==> config.mk <==
export PLATFORM = sky130hd
export DESIGN_NAME = rsc_top
export DESIGN_NICKNAME = d
export VERILOG_FILES = /design/src/hdl/rsc_pkg.sv /design/src/hdl/rsc_sync.sv /design/src/hdl/rsc_timer.sv /design/src/hdl/rsc_top.sv
export SDC_FILE = /design/constraint.sdc
export NUM_CORES = 1
export LEC_CHECK = 0
export BUFFER_PORTS_ARGS = -buffer_cell sky130_fd_sc_hd__buf_2
export CAP_MARGIN = 20
export CORE_MARGIN = 3
export CORE_UTILIZATION = 50
export DETAILED_ROUTE_END_ITERATION = 10
export PLACE_DENSITY = 0.69
export SYNTH_ARGS = -nofsm -noshare
export SYNTH_HDL_FRONTEND = slang
export SYNTH_SLANG_ARGS = --single-unit
==> constraint.sdc <==
create_clock -name mclk_i -period 6.29 [get_ports mclk_i]
set_input_delay 0.9435 -clock mclk_i [delete_from_list [all_inputs] [get_ports mclk_i]]
set_output_delay 0.9435 -clock mclk_i [all_outputs]
set_load 0.01 [all_outputs]
==> src/hdl/rsc_pkg.sv <==
// constants and types shared by the reset source controller
package rsc_pkg;

    // register offsets on the host port
    localparam logic [7:0] ADDR_MON_CTL   = 8'h13;
    localparam logic [7:0] ADDR_SRC_SEL   = 8'h72;
    localparam logic [7:0] ADDR_CAUSE     = 8'h73;
    localparam logic [7:0] ADDR_SOFT_RST  = 8'h75;

    // field positions
    localparam int MON_EN_BIT    = 7;
    localparam int MON_LVL_BIT   = 6;
    localparam int SEL_SOFT_BIT  = 2;
    localparam int SEL_PF_BIT    = 1;
    localparam int SOFT_GO_BIT   = 2;

    // reset values
    localparam logic [7:0] MON_CTL_RST    = 8'h00;
    localparam logic [7:0] SRC_SEL_RST    = 8'h04;
    localparam logic [7:0] SRC_SEL_POWER  = 8'h06;
    localparam logic [7:0] CAUSE_RST      = 8'h00;
    localparam logic [7:0] CAUSE_SOFT     = 8'h04;
    localparam logic [7:0] CAUSE_POWER    = 8'h02;
    localparam logic [7:0] CAUSE_PIN      = 8'h01;

    // timing, in printed units, and clock rate
    localparam int CLK_MHZ       = 125;
    localparam int POR_DELAY_MS  = 5;
    localparam int OSC_FAIL_MS   = 1;
    localparam int PIN_EXIT_US   = 4;
    localparam int MON_ON_US     = 100;

    // timing in clock cycles
    localparam int POR_DELAY_CYC = POR_DELAY_MS * 1000 * CLK_MHZ;
    localparam int OSC_FAIL_CYC  = OSC_FAIL_MS * 1000 * CLK_MHZ;
    localparam int PIN_EXIT_CYC  = PIN_EXIT_US * CLK_MHZ;
    localparam int MON_ON_CYC    = MON_ON_US * CLK_MHZ;

    // timer width, enough for the longest count
    localparam int TMR_W = 20;

    // sequencer states
    typedef enum logic [2:0] {
        ST_HOLD,
        ST_WAIT,
        ST_OSC,
        ST_SOFT,
        ST_RUN
    } rsc_state_t;

    // cause of the reset in progress
    typedef enum logic [2:0] {
        SRC_POR,
        SRC_PF,
        SRC_OSCF,
        SRC_PIN,
        SRC_SOFT
    } rsc_src_t;

    // one host port access, same clock as the block
    typedef struct packed {
        logic       wr;
        logic       rd;
        logic [7:0] addr;
        logic [7:0] wdata;
    } rsc_host_req_t;

    // pad and chip controls driven during and after reset
    typedef struct packed {
        logic dig_hiz;
        logic ana_hiz;
        logic osc_en;
        logic dev_rst;
        logic int_en_all;
    } rsc_pad_ctl_t;

endpackage : rsc_pkg

==> src/hdl/rsc_sync.sv <==
// two flip-flop synchroniser for asynchronous levels
`timescale 1ns/1ns
module rsc_sync #(
    parameter int W = 3
) (
    // clock and reset
    input  wire logic         mclk_i,
    input  wire logic         nrst_i,
    // levels in and out
    input  wire logic [W-1:0] async_i,
    output logic      [W-1:0] sync_o
);
    logic [W-1:0] meta_reg;  // first stage, may settle late

    // two stages on every edge; only the second stage leaves the module
    always_ff @(posedge mclk_i or negedge nrst_i) begin
        if (!nrst_i) begin
            meta_reg <= '0;
            sync_o   <= '0;
        end else begin
            meta_reg <= async_i;
            sync_o   <= meta_reg;
        end
    end
endmodule : rsc_sync

==> src/hdl/rsc_timer.sv <==
// loadable down counter for reset durations
`timescale 1ns/1ns
module rsc_timer (
    // clock and reset
    input  wire logic                    mclk_i,
    input  wire logic                    nrst_i,
    // load control
    input  wire logic                    load_i,
    input  wire logic [rsc_pkg::TMR_W-1:0] load_val_i,
    // expiry
    output logic                         done_o
);
    logic [rsc_pkg::TMR_W-1:0] cnt_reg;  // remaining cycles
    logic [rsc_pkg::TMR_W-1:0] cnt_next; // next count

    // load wins, otherwise count down to zero and stop
    assign cnt_next = load_i ? load_val_i :
                      (cnt_reg != '0) ? cnt_reg - 1'b1 : cnt_reg;
    assign done_o   = (cnt_reg == '0) && !load_i;

    // count register
    always_ff @(posedge mclk_i or negedge nrst_i) begin
        if (!nrst_i) begin
            cnt_reg <= '0;
        end else begin
            cnt_reg <= cnt_next;
        end
    end
endmodule : rsc_timer

==> src/hdl/rsc_top.sv <==
// reset source sequencer with supply monitor and reset registers
`timescale 1ns/1ns
module rsc_top #(
    parameter int unsigned POR_DELAY_CYC = rsc_pkg::POR_DELAY_CYC,
    parameter int unsigned OSC_FAIL_CYC  = rsc_pkg::OSC_FAIL_CYC,
    parameter int unsigned MON_ON_CYC    = rsc_pkg::MON_ON_CYC
) (
    // clock and reset
    input  wire logic                  mclk_i,
    input  wire logic                  nrst_i,
    // host register port
    input  wire rsc_pkg::rsc_host_req_t host_req_i,
    output logic [7:0]                 host_rdata_o,
    // supply comparator, clock-fail detector, oscillator status
    input  wire logic                  supply_ok_i,
    input  wire logic                  clk_fail_i,
    input  wire logic                  osc_ready_i,
    // open-drain reset pin
    input  wire logic                  reset_pin_n_i,
    output logic                       reset_pin_n_o,
    output logic                       reset_pin_n_oe_o,
    // controls to pads and rest of chip
    output rsc_pkg::rsc_pad_ctl_t      pad_ctl_o,
    output logic                       osc_init_irq_o,
    output logic                       self_init_start_o,
    output logic                       monitor_on_o
);

    // synchronised pin-side levels
    logic [2:0] sync_lvl;     // {pin, clock fail, oscillator ready}
    logic       supply_s;     // supply above threshold
    logic       pin_high_s;   // reset pin reads high
    logic       clk_fail_s;   // system clock failed
    logic       osc_ready_s;  // oscillator settled

    // sequencer state
    rsc_pkg::rsc_state_t state_reg;
    rsc_pkg::rsc_state_t state_next;
    rsc_pkg::rsc_src_t   src_reg;
    rsc_pkg::rsc_src_t   src_next;

    // software visible registers and the internal oscillator-init flag
    logic [7:0] sel_reg;      // source select
    logic [7:0] sel_next;
    logic [7:0] cause_reg;    // cause of last reset
    logic [7:0] cause_next;
    logic       mon_en_reg;   // monitor enable
    logic       mon_en_next;
    logic       osc_done_reg; // oscillator init completed since reset
    logic       osc_done_next;

    // registered outputs
    rsc_pkg::rsc_pad_ctl_t pad_next;
    logic                  drive_next;
    logic                  irq_next;
    logic                  init_next;
    logic [7:0]            rdata_next;

    // timers
    logic                      tmr_load;
    logic [rsc_pkg::TMR_W-1:0] tmr_val;
    logic                      tmr_done;
    logic                      mon_stable;

    // decode wires
    logic       in_run;
    logic       power_src;
    logic       wr_ok;
    logic       wr_sel;
    logic       wr_mon;
    logic       wr_soft;
    logic       soft_req;
    logic       pf_trip;
    logic       pin_req;
    logic       osc_trip;
    logic [7:0] mon_rd;

    // all three pin-side inputs cross through two flops
    rsc_sync #(
        .W       (3)
    ) u_sync (
        .mclk_i  (mclk_i),
        .nrst_i  (nrst_i),
        .async_i ({reset_pin_n_i, clk_fail_i, osc_ready_i}),
        .sync_o  (sync_lvl)
    );
    assign pin_high_s  = sync_lvl[2];
    assign clk_fail_s  = sync_lvl[1];
    assign osc_ready_s = sync_lvl[0];

    // supply comparator has its own synchroniser pair
    rsc_sync #(
        .W       (1)
    ) u_sync_sup (
        .mclk_i  (mclk_i),
        .nrst_i  (nrst_i),
        .async_i (supply_ok_i),
        .sync_o  (supply_s)
    );

    // duration timer for the reset phases
    rsc_timer u_tmr (
        .mclk_i     (mclk_i),
        .nrst_i     (nrst_i),
        .load_i     (tmr_load),
        .load_val_i (tmr_val),
        .done_o     (tmr_done)
    );

    // monitor turn-on timer, restarted while the monitor is off
    rsc_timer u_mon_tmr (
        .mclk_i     (mclk_i),
        .nrst_i     (nrst_i),
        .load_i     (!mon_en_reg),
        .load_val_i (rsc_pkg::TMR_W'(MON_ON_CYC)),
        .done_o     (mon_stable)
    );

    // register access decode; host ignored until reset is fully released
    assign in_run    = (state_reg == rsc_pkg::ST_RUN);
    assign wr_ok     = host_req_i.wr && in_run;
    assign wr_sel    = wr_ok && (host_req_i.addr == rsc_pkg::ADDR_SRC_SEL);
    assign wr_mon    = wr_ok && (host_req_i.addr == rsc_pkg::ADDR_MON_CTL);
    assign wr_soft   = wr_ok && (host_req_i.addr == rsc_pkg::ADDR_SOFT_RST);
    assign power_src = (src_reg == rsc_pkg::SRC_POR) || (src_reg == rsc_pkg::SRC_PF)
                       || (src_reg == rsc_pkg::SRC_OSCF);

    // soft reset only when its source is selected
    assign soft_req  = wr_soft && host_req_i.wdata[rsc_pkg::SOFT_GO_BIT]
                       && sel_reg[rsc_pkg::SEL_SOFT_BIT];

    // monitor trips on low supply, or on being selected before it settles
    assign pf_trip   = in_run && mon_en_reg && sel_reg[rsc_pkg::SEL_PF_BIT]
                       && (!supply_s || !mon_stable);

    // clock failure counts only after oscillator init completed
    assign osc_trip  = in_run && osc_done_reg && clk_fail_s;

    // external pin pulled low by someone else
    assign pin_req   = in_run && !pin_high_s;

    // supply monitor control read view, reserved bits read zero
    assign mon_rd    = {mon_en_reg, supply_s & mon_en_reg, 6'h00};

    // sequencer next state, source and timer load
    always_comb begin
        state_next = state_reg;
        src_next   = src_reg;
        tmr_load   = 1'b0;
        tmr_val    = '0;
        unique case (state_reg)
            // held: power sources wait for supply, pin waits for release
            rsc_pkg::ST_HOLD: begin
                if (src_reg == rsc_pkg::SRC_PIN) begin
                    if (pin_high_s) begin
                        state_next = rsc_pkg::ST_WAIT;
                        tmr_load   = 1'b1;
                        tmr_val    = rsc_pkg::TMR_W'(rsc_pkg::PIN_EXIT_CYC);
                    end
                end else if (supply_s) begin
                    state_next = rsc_pkg::ST_WAIT;
                    tmr_load   = 1'b1;
                    tmr_val    = rsc_pkg::TMR_W'(POR_DELAY_CYC);
                end
            end
            // timed stay in reset; supply loss restarts the hold for power-on and power-fail sources
            rsc_pkg::ST_WAIT: begin
                if ((src_reg == rsc_pkg::SRC_POR || src_reg == rsc_pkg::SRC_PF)
                    && !supply_s) begin
                    state_next = rsc_pkg::ST_HOLD;
                end else if (tmr_done) begin
                    state_next = rsc_pkg::ST_OSC;
                end
            end
            // oscillator started, waiting for it to settle
            rsc_pkg::ST_OSC: begin
                if (osc_ready_s) begin
                    state_next = rsc_pkg::ST_RUN;
                end
            end
            // soft reset lasts a single cycle
            rsc_pkg::ST_SOFT: begin
                state_next = rsc_pkg::ST_RUN;
            end
            // running: watch the four run-time sources, power events first
            rsc_pkg::ST_RUN: begin
                if (pf_trip) begin
                    state_next = rsc_pkg::ST_HOLD;
                    src_next   = rsc_pkg::SRC_PF;
                end else if (osc_trip) begin
                    state_next = rsc_pkg::ST_WAIT;
                    src_next   = rsc_pkg::SRC_OSCF;
                    tmr_load   = 1'b1;
                    tmr_val    = rsc_pkg::TMR_W'(OSC_FAIL_CYC);
                end else if (pin_req) begin
                    state_next = rsc_pkg::ST_HOLD;
                    src_next   = rsc_pkg::SRC_PIN;
                end else if (soft_req) begin
                    state_next = rsc_pkg::ST_SOFT;
                    src_next   = rsc_pkg::SRC_SOFT;
                end
            end
        endcase
    end

    // register contents: defaults while in reset, host writes while running
    always_comb begin
        sel_next      = sel_reg;
        mon_en_next   = mon_en_reg;
        cause_next    = cause_reg;
        osc_done_next = osc_done_reg;
        if (!in_run) begin
            // power-class resets enable and select the monitor
            if (power_src) begin
                sel_next    = rsc_pkg::SRC_SEL_POWER;
                mon_en_next = 1'b1;
                cause_next  = rsc_pkg::CAUSE_POWER;
            end else begin
                sel_next    = rsc_pkg::SRC_SEL_RST;
                mon_en_next = rsc_pkg::MON_CTL_RST[rsc_pkg::MON_EN_BIT];
                cause_next  = (src_reg == rsc_pkg::SRC_SOFT) ? rsc_pkg::CAUSE_SOFT
                                                             : rsc_pkg::CAUSE_PIN;
            end
            // oscillator init complete only once it settles again
            if (src_reg != rsc_pkg::SRC_SOFT) begin
                osc_done_next = (state_reg == rsc_pkg::ST_OSC) && osc_ready_s;
            end
        end else begin
            // only bits 2 and 1 of the select register are writable
            if (wr_sel) begin
                sel_next = host_req_i.wdata
                           & ((8'h01 << rsc_pkg::SEL_SOFT_BIT)
                           | (8'h01 << rsc_pkg::SEL_PF_BIT));
            end
            // monitor enable bit
            if (wr_mon) begin
                mon_en_next = host_req_i.wdata[rsc_pkg::MON_EN_BIT];
            end
        end
    end

    // read mux, registered one cycle after the strobe
    always_comb begin
        rdata_next = host_rdata_o;
        if (host_req_i.rd && in_run) begin
            unique case (host_req_i.addr)
                rsc_pkg::ADDR_MON_CTL: rdata_next = mon_rd;
                rsc_pkg::ADDR_SRC_SEL: rdata_next = sel_reg;
                rsc_pkg::ADDR_CAUSE:   rdata_next = cause_reg;
                default:               rdata_next = 8'h00;
            endcase
        end
    end

    // pad and chip controls follow the next state
    always_comb begin
        pad_next.dig_hiz    = (state_next != rsc_pkg::ST_RUN);
        pad_next.ana_hiz    = (state_next != rsc_pkg::ST_RUN);
        pad_next.dev_rst    = (state_next != rsc_pkg::ST_RUN);
        pad_next.int_en_all = (state_next != rsc_pkg::ST_RUN);
        // oscillator stopped in hold and wait, kept on for soft reset
        pad_next.osc_en     = (state_next != rsc_pkg::ST_HOLD)
                              && (state_next != rsc_pkg::ST_WAIT);
        // pin driven low by power-class resets while held or timed
        drive_next          = ((state_next == rsc_pkg::ST_HOLD)
                              || (state_next == rsc_pkg::ST_WAIT))
                              && (src_next != rsc_pkg::SRC_PIN)
                              && (src_next != rsc_pkg::SRC_SOFT);
        // oscillator interrupt only after a settle step
        irq_next            = (state_reg == rsc_pkg::ST_OSC)
                              && (state_next == rsc_pkg::ST_RUN);
        // self-initialisation starts on every exit
        init_next           = (state_reg != rsc_pkg::ST_RUN)
                              && (state_next == rsc_pkg::ST_RUN);
    end

    // state and register flops; power-up starts as a power-on hold
    always_ff @(posedge mclk_i or negedge nrst_i) begin
        if (!nrst_i) begin
            state_reg    <= rsc_pkg::ST_HOLD;
            src_reg      <= rsc_pkg::SRC_POR;
            sel_reg      <= rsc_pkg::SRC_SEL_RST;
            cause_reg    <= rsc_pkg::CAUSE_RST;
            mon_en_reg   <= rsc_pkg::MON_CTL_RST[rsc_pkg::MON_EN_BIT];
            osc_done_reg <= 1'b0;
        end else begin
            state_reg    <= state_next;
            src_reg      <= src_next;
            sel_reg      <= sel_next;
            cause_reg    <= cause_next;
            mon_en_reg   <= mon_en_next;
            osc_done_reg <= osc_done_next;
        end
    end

    // output flops; internal reset released on a clock edge
    always_ff @(posedge mclk_i or negedge nrst_i) begin
        if (!nrst_i) begin
            pad_ctl_o         <= '{dig_hiz: 1'b1, ana_hiz: 1'b1, osc_en: 1'b0,
                                   dev_rst: 1'b1, int_en_all: 1'b1};
            reset_pin_n_oe_o  <= 1'b1;
            osc_init_irq_o    <= 1'b0;
            self_init_start_o <= 1'b0;
            host_rdata_o      <= 8'h00;
        end else begin
            pad_ctl_o         <= pad_next;
            reset_pin_n_oe_o  <= drive_next;
            osc_init_irq_o    <= irq_next;
            self_init_start_o <= init_next;
            host_rdata_o      <= rdata_next;
        end
    end

    // open-drain pin only ever pulls low
    assign reset_pin_n_o = 1'b0;
    assign monitor_on_o  = mon_en_reg;

endmodule : rsc_top
==> results of run 1 <==
## cells in the mapped netlist, drive strengths merged (4+ instances only)
cell type  instances  area (µm²)
nor2              33         124
or3                8        50.1
or4                6        48.8
inv                7        26.3
mux2i              7        70.1
buf                7        52.6
xnor2             18         158
nand3              9        45.0
and2              13        81.3
a21boi             4        30.0
nor3              18        95.1
nor4               9        56.3
o21ai             16        87.6
and3               4        25.0
nor3b              6        45.0
xor2              14         123
clkbuf             9        33.8
o31ai              6        45.0
nand2             41         154
dfrtp             68        1700
a21oi             17        85.1
## per-layer routing
metal,track usage,vias to the layer above,share of wire
met3,0.0417,12,0.045
li1,-,1329,-
met2,0.286,45,0.46
met1,0.254,1300,0.47
met5,0,-,0
met4,0.0829,0,0.019
## final timing paths
check | slack [ns] | endpoint
max | 3.66 | state_reg[0]
min | 0.35 | u_sync.sync_o[0]
max reg2reg | 3.66 | state_reg[0]
min reg2reg | 0.35 | u_sync.sync_o[0]
max in group asynchronous | 4.94 | u_mon_tmr.cnt_reg[11]
min in group asynchronous | 0.78 | u_tmr.cnt_reg[12]
## power breakdown
part,total [µW],leakage [µW],internal (µW),switching [µW]
clock network,382,0.000103,216,166
registers,650,0.000867,551,98.7
logic,321,0.000798,155,166
## worst max-delay path: cells and delay by family, from the launching register on
kind / cells / cell delay, ns
simple gates: 4 / 1.49
fa+ha+maj: 1 / 0.19
buf+inv: 1 / 0.09
flops: 1 / 0.39
compound gates: 2 / 0.37
## area by class of cell
cell class | instances | area (µm²)
fill | 633 | 2880
sequential | 71 | 1780
multi-input combinational | 270 | 1680
timing repair buffer | 34 | 175
clock buffer | 14 | 173
tap | 96 | 120
clock inverter | 2 | 37.5
inverter | 7 | 26.3
## kinds of logic after synthesis
family | count (synthesis) | share of synthesized area
xor gates and xnor gates | 32 | 0.0787
adders and majority gates | 3 | 0.0105
and+or+nand+nor | 161 | 0.237
DFF | 71 | 0.500
other | 1 | 0.00105
muxes | 8 | 0.0228
AOI/OAI and AO/OA | 62 | 0.118
buffers and inverters | 23 | 0.0316
## through the flow
| stage | instance area (µm²) | power (µW) | instances |
|---|---|---|---|
| after floorplan | 3570 | 899 | 364 |
| after global placement | 3780 | 960 | 478 |
| after detailed placement | 3780 | 977 | 478 |
| after CTS | 3990 | 1370 | 494 |
| after global routing | 3990 | 1450 | 494 |
| final | 3990 | 1350 | 494 |
==> impl_metrics.py, run 1 <==
metrics = {
    "status": {
        "outcome": "finished, final reports clean",
    },
    "setup_path": {
        "end_kind": "flip-flop",
        "crit_fanout": 7,
        "cp-startpoint": "u_tmr.cnt_reg[0]",
        "cp_cell_sequence": "inv_1 > ha_1 > nor3b_1 > and3_1 > nand3_1 > nor2_1 > a21oi_1 > o31a_1",
        "cp.required_ns": 6.53,
        "slowest_delay_ns": 0.52,
        "crit_type": "reg -> reg",
        "slowest_stage": "nor3b_1",
        "critical_path_arrival_ns": 2.87,
        "rr_worst_depth": 8,
        "cp-start-kind": "flip-flop",
        "r2r_start": "u_tmr.cnt_reg[0]",
    },
    "sta": {
        "fin_crit_ns": 2.63,
        "fmax_mhz": 380,
        "post-route-period-util": 0.418,
        "rsz0062_at_grt": "false",
        "slew_headroom": 0.421,
        "fin_ws_ns": 3.66,
        "skew_ns": 0.0130,
        "maxSlewViolCount": 0,
        "setup_viol": 0,
        "setup_tns_ns": 0,
        "hold_ws_ns": 0.351,
        "hold_violations": 0,
        "worstMarginPinSlew_ns": 0.869,
    },
    "floorplan": {
        "die_y_um": 90.4,
        "rows": 30,
        "ios": 42,
        "dieWidth_um": 90.4,
        "core_um2": 6870,
        "start_util": 0.519,
        "die_area_um2": 8180,
    },
    "cts": {
        "clockBufferDepth": 2,
        "htree_num_levels": 3,
        "insertion_delay_ns": 0.35,
        "cts_buffers": 9,
        "cts_root_buf": "clkbuf_8",
        "post_cts_buffers": 0,
        "cts_resized": 0,
        "cts.clk_slew.worst_paths_ns": 0.07,
        "cts.sinks": 71,
        "cts_hold_buf": 0,
        "cts_tree": "built",
    },
    "yosys": {
        "synth_edf_count": 0,
        "ys_warn_count": 0,
        "synthDistinctLibCells": 58,
        "ys_seq_area_frac": 0.500,
        "synthCells": 361,
        "netlist_area_um2": 3560,
        "postSynth.asyncResetShare": 1.00,
        "syn_avg_cell_area_um2": 9.87,
        "synthFlopType": "dfrtp_1",
        "synth_seq_cells": 71,
    },
    "drt": {
        "drc_errors": 0,
        "ant_nets": 0,
        "drt_iter0_drc": 143,
        "via_count": 2686,
        "wl_per_cell_um": 14.1,
        "drtPass1Iterations": 4,
        "wl_mm": 6.95,
        "vias_per_cell": 5.44,
    },
    "grt": {
        "grt_pass1_vias": 2724,
        "overflow": 0,
        "grt_pass1_wl_mm": 12.3,
        "grt_util_all_layers": 0.187,
        "antenna_found_initial": 0,
        "grt_max_degree": 72,
    },
    "hold_path": {
        "hold_path_class": "reg -> reg",
        "min_from": "u_sync.meta_reg[0]",
        "worst_hold_path.num_cells": 0,
    },
    "finish": {
        "final_core_util": 0.581,
        "drive_above_1_share": 0.158,
        "areaGrowthSynthToFinish_pct": 12.1,
        "layout_common_cells": "dfrtp_1 (68), nand2_1 (41), nor2_1 (33)",
        "final_common_cell": "dfrtp_1",
        "final_nets": 420,
        "n_antenna_cell": 0,
    },
    "placed_design": {
        "hpwl_mm": 4.81,
        "pre_cts_ws_ns": 3.65,
        "gp_congestion": 0.836,
        "port_buffers": 32,
    },
    "pwr": {
        "ir_drop_v": 0.000195,
        "p_per_area_nw_per_um2": 339,
        "leakage_uw": 0.00177,
    },
    "flow_run": {
        "cap_violations": 0,
    },
}
No activity file was read; power rests on OpenSTA's default activity.
==> inputs of run 2 (changes only) <==
--- a/config.mk
+++ b/config.mk
@@ -10,7 +10,7 @@
 export CORE_MARGIN = 3
 export CORE_UTILIZATION = 50
 export DETAILED_ROUTE_END_ITERATION = 10
-export PLACE_DENSITY = 0.69
+export PLACE_DENSITY = 0.72
 export SYNTH_ARGS = -nofsm -noshare
 export SYNTH_HDL_FRONTEND = slang
 export SYNTH_SLANG_ARGS = --single-unit
==> constraint.sdc (replaced) <==
create_clock -name mclk_i -period 2.2 [get_ports mclk_i]
set_input_delay 0.33 -clock mclk_i [delete_from_list [all_inputs] [get_ports mclk_i]]
set_output_delay 0.33 -clock mclk_i [all_outputs]
set_load 0.01 [all_outputs]
==> run 2 against run 1 <==
Net effect:
- the run now ends with negative hold slack, negative setup slack left
- count of clock-buffer cells in the layout is 3 lower
- global-route usage is 0.67 points higher
- clock power is 140% higher
- non-clock buffer count is 41 higher
- die area stayed put
- critical endpoint is now u_mon_tmr.cnt_reg[19]
- largest power group unchanged
==> impl_metrics.py, run 2 (synthesis gave the netlist of run 1 again) <==
metrics = {
    "cts": {
        "cts_tree": "built",
        "insertion_delay_ns": 0.35,
        "cts_hold_buf": 0,
        "cts.clk_slew.worst_paths_ns": 0.08,
        "cts_buffers": 9,
        "htree_num_levels": 3,
        "clockBufferDepth": 2,
        "cts_root_buf": "clkbuf_8",
        "cts.sinks": 71,
    },
    "sta": {
        "fin_crit_ns": 2.31,
        "hold_violations": 25,
        "fin_ws_ns": -0.113,
        "setup_viol": 14,
        "setup_tns_ns": -0.811,
        "skew_ns": 0.0105,
        "slew_headroom": 0.652,
        "post-route-period-util": 1.05,
        "fmax_mhz": 432,
        "hold_ws_ns": -0.0200,
        "worstMarginPinSlew_ns": 0.515,
        "rsz0062_at_grt": "true",
        "maxSlewViolCount": 0,
    },
    "floorplan": {
        "core_um2": 6870,
        "die_area_um2": 8180,
        "start_util": 0.519,
        "ios": 42,
        "dieWidth_um": 90.4,
        "die_y_um": 90.4,
        "rows": 30,
    },
    "drt": {
        "drc_errors": 0,
        "wl_mm": 7.38,
        "vias_per_cell": 5.40,
        "drt_iter0_drc": 117,
        "ant_nets": 0,
        "via_count": 2890,
        "wl_per_cell_um": 13.8,
        "drtPass1Iterations": 4,
    },
    "finish": {
        "layout_common_cells": "dfrtp_1 (68), nand2_1 (39), buf_4 (38)",
        "finalInstanceArea_um2": 4390,
        "areaGrowthSynthToFinish_pct": 23.1,
        "n_antenna_cell": 0,
        "drive_above_1_share": 0.269,
        "final_nets": 461,
        "final_common_cell": "dfrtp_1",
        "final_core_util": 0.638,
    },
    "placed_design": {
        "placed_area_um2": 4070,
        "pre_cts_ws_ns": -0.0713,
        "gp_congestion": 0.850,
        "hpwl_mm": 5.15,
        "port_buffers": 32,
    },
    "setup_path": {
        "end_kind": "flip-flop",
        "crit_fanout": 5,
        "cp-start-kind": "flip-flop",
        "crit_family": "simple AND/OR/NAND/NOR gates",
        "cp.required_ns": 2.44,
        "critPathBufInv": 0,
        "slowest_delay_ns": 0.59,
        "crit_type": "reg -> reg",
        "critical_path_arrival_ns": 2.55,
        "cp_cell_sequence": "or4_4 > or4b_4 > o2111ai_4 > nor4_1 > xor2_1 > and2_1",
        "slowest_stage": "or4b_4",
        "r2r_slack_ns": -0.11,
    },
    "grt": {
        "grt_pass1_wl_mm": 13.0,
        "grt_pass1_vias": 2885,
        "antenna_found_initial": 0,
        "grt_max_degree": 72,
        "overflow": 0,
        "grt_util_all_layers": 0.193,
    },
    "flow_run": {
        "cap_violations": 0,
    },
    "status": {
        "violations": "negative hold slack, negative setup slack",
        "outcome": "finished, violations left",
    },
    "pwr": {
        "leakage_uw": 0.00199,
        "ir_drop_v": 0.000689,
        "p_per_area_nw_per_um2": 933,
    },
    "hold_path": {
        "hold_path_class": "in -> async",
    },
}
==> run 2: layout make-up <==
| cell class | instances | area [µm²] |
|---|---|---|
| fillers | 559 | 2480 |
| multi-input cells | 270 | 1780 |
| flip-flops and latches | 71 | 1780 |
| repair buffers | 75 | 510 |
| clock buffers | 11 | 131 |
| well taps | 96 | 120 |
| clock inverters | 5 | 35.0 |
| inverters | 7 | 26.3 |
==> run 2: path summary, 6_finish.rpt <==
path | from | endpoint | cells past startpoint
worst max-delay path | u_mon_tmr.cnt_reg[14] | u_mon_tmr.cnt_reg[19] | 6
worst min-delay path | nrst_i | u_tmr.cnt_reg[10] | 2
worst max register to register | u_mon_tmr.cnt_reg[14] | u_mon_tmr.cnt_reg[19] | 6
worst min register to register | u_sync.meta_reg[1] | u_sync.sync_o[1] | 0
max in group asynchronous | nrst_i | reset_pin_n_oe_o | 2
min in group mclk_i | reset_pin_n_i | u_sync.meta_reg[2] | 1
==> run 2: metal layers <==
metal / track usage / share of wire
met2: 0.311 / 0.48
met5: 0 / 0
met4: 0.0778 / 0.015
met1: 0.253 / 0.47
met3: 0.0450 / 0.032
==> run 2: power by group <==
part / switching (µW) / internal (µW)
combinational: 646 / 738
sequential: 233 / 1570
clock: 492 / 409
==> run 2: metrics by stage <==
step                std cells  power [µW]
global route              535        4380
CTS                       533        4010
floorplan                 364        2570
finish                    535        4090
global placement          515        3020
detailed placement        515        3070
==> run 2: what timing repair did <==
item / in CTS / in global routing
cloned: 0 / 0
pin swaps: 2 / 6
resized for setup: 4 / 20
endpoints found under the setup margin: 20 / 34
setup buffers: 2 / 2
==> inputs of run 3 (changes only) <==
--- a/config.mk
+++ b/config.mk
@@ -7,10 +7,12 @@
 export LEC_CHECK = 0
 export BUFFER_PORTS_ARGS = -buffer_cell sky130_fd_sc_hd__buf_2
 export CAP_MARGIN = 20
+export CELL_PAD_IN_SITES_DETAIL_PLACEMENT = 0
+export CELL_PAD_IN_SITES_GLOBAL_PLACEMENT = 1
 export CORE_MARGIN = 3
-export CORE_UTILIZATION = 50
+export CORE_UTILIZATION = 41
 export DETAILED_ROUTE_END_ITERATION = 10
-export PLACE_DENSITY = 0.72
+export PLACE_DENSITY = 0.75
 export SYNTH_ARGS = -nofsm -noshare
 export SYNTH_HDL_FRONTEND = slang
 export SYNTH_SLANG_ARGS = --single-unit
==> run 3 against run 2 <==
Net effect:
- the run still ends with negative hold slack, negative setup slack left
- first-iteration DRC count up 9.4%
- hold slack lost 0.011 ns
- fmax down 0.75%
- count of clock-buffer cells in the layout up 4
- cell count up 3.4%
- critical path type unchanged
==> impl_metrics.py, run 3 (synthesis gave the netlist of run 1 again) <==
metrics = {
    "setup_path": {
        "cp-startpoint": "u_mon_tmr.cnt_reg[14]",
        "cp-start-kind": "flip-flop",
        "r2r_slack_ns": -0.13,
        "critical_path_arrival_ns": 2.56,
        "r2r_start": "u_mon_tmr.cnt_reg[14]",
        "slowest_stage": "or4b_4",
        "slowest_delay_ns": 0.58,
        "cp.required_ns": 2.43,
        "r2r_end": "u_mon_tmr.cnt_reg[8]",
        "end_kind": "flip-flop",
        "rr_worst_depth": 7,
        "cp_cell_sequence": "or4_4 > or4b_4 > buf_4 > o21ai_4 > nor3_1 > xor2_1 > and2_1",
        "crit_family": "simple AND/OR/NAND/NOR gates",
        "critPathBufInv": 1,
        "crit_fanout": 5,
        "crit_type": "reg -> reg",
    },
    "sta": {
        "fin_ws_ns": -0.131,
        "fin_crit_ns": 2.33,
        "setup_viol": 16,
        "maxSlewViolCount": 0,
        "fmax_mhz": 429,
        "slew_headroom": 0.621,
        "rsz0062_at_grt": "true",
        "skew_ns": 0.00928,
        "post-route-period-util": 1.06,
        "setup_tns_ns": -1.18,
        "hold_violations": 8,
        "hold_ws_ns": -0.0305,
        "worstMarginPinSlew_ns": 0.561,
    },
    "drt": {
        "vias_per_cell": 5.17,
        "drc_errors": 0,
        "drt_iter0_drc": 128,
        "drtPass1Iterations": 4,
        "via_count": 2860,
        "top_layer": "met4",
        "wl_met3_um": 265,
        "ant_nets": 0,
        "wl_per_cell_um": 14.2,
        "wl_mm": 7.86,
        "met1_length_mm": 3.81,
        "dr_wl_met2_mm": 3.66,
    },
    "flow_run": {
        "cap_violations": 0,
    },
    "pwr": {
        "ir_drop_v": 0.000536,
        "power_uw": 4130,
        "p_per_area_nw_per_um2": 932,
        "leakage_uw": 0.00203,
    },
    "hold_path": {
        "hold_path_class": "in -> async",
    },
    "cts": {
        "cts_root_buf": "clkbuf_8",
        "cts_buffers": 9,
        "cts.clk_slew.worst_paths_ns": 0.07,
        "insertion_delay_ns": 0.34,
        "htree_num_levels": 3,
        "cts_hold_buf": 0,
        "clockBufferDepth": 2,
        "cts.sinks": 71,
        "cts_tree": "built",
    },
    "finish": {
        "final_core_util": 0.532,
        "n_antenna_cell": 0,
        "fin_cells": 553,
        "drive_above_1_share": 0.270,
        "layout_common_cells": "dfrtp_1 (68), buf_4 (49), nand2_1 (39)",
        "final_nets": 470,
        "final_common_cell": "dfrtp_1",
        "areaGrowthSynthToFinish_pct": 24.4,
    },
    "floorplan": {
        "core_um2": 8340,
        "dieWidth_um": 99.2,
        "start_util": 0.427,
        "die_area_um2": 9850,
        "die_y_um": 99.2,
        "rows": 33,
        "ios": 42,
    },
    "grt": {
        "overflow": 0,
        "grt_util_all_layers": 0.175,
        "grt_max_degree": 72,
        "antenna_found_initial": 0,
        "grt_pass1_wl_mm": 13.9,
        "grt_pass1_vias": 2903,
    },
    "placed_design": {
        "gp_congestion": 0.866,
        "pre_cts_ws_ns": -0.108,
        "hpwl_mm": 5.55,
        "dp_cells": 531,
        "port_buffers": 32,
    },
    "status": {
        "outcome": "finished, violations left",
        "violations": "negative hold slack, negative setup slack",
    },
}
## run 3: cell types whose count changed in the layout (fill, tap and decap cells not counted), sizes merged
cell,before,now
buf,75,84
clkbuf,11,15
clkinv,4,1
clkinvlp,1,0
## run 3: through the flow
step           area (µm²)  hold WS [ns]
2_1_floorplan        3570        0.0344
3_3_place_gp         4140         0.337
3_5_place_dp         4140         0.336
4_1_cts              4370        0.0127
5_1_grt              4430        0.0305
6_report             4430       -0.0305
## run 3: layer usage
metal	vias up	GRT usage
li1	1433	-
met1	1377	0.245
met4	0	0.0672
met2	37	0.270
met5	-	0
met3	13	0.0309
## run 3: worst max-delay path by stage
stage / endpoint / slack (ns) / cells after the start
final: u_mon_tmr.cnt_reg[8] / -0.13 / 7
after floorplan: u_mon_tmr.cnt_reg[19] / -0.07 / 6
after detailed placement: u_mon_tmr.cnt_reg[19] / -0.11 / 6
after global routing: u_mon_tmr.cnt_reg[17] / -0.21 / 6
after global placement: u_mon_tmr.cnt_reg[19] / -0.08 / 6
after CTS: u_mon_tmr.cnt_reg[17] / -0.13 / 6
## run 3: final cells by class
type / instances / area (µm²)
clock buffer: 15 / 166
clock inverter: 1 / 5.00
fill: 763 / 3910
inverter: 7 / 26.3
multi-input combinational: 270 / 1750
sequential: 71 / 1780
tap: 105 / 131
timing repair buffer: 84 / 571
## run 3: power by group
group	internal, µW	total, µW	switching, µW	leakage [µW]
combinational	753	1400	648	0.00107
sequential	1580	1800	226	0.000867
clock	472	930	458	0.0000877
## run 3: repair_timing
item / CTS / global route
pin swaps: 2 / 3
buffers inserted: 3 / 3
setup endpoints to repair: 22 / 42
gates cloned: 0 / 0
resized for setup: 7 / 8
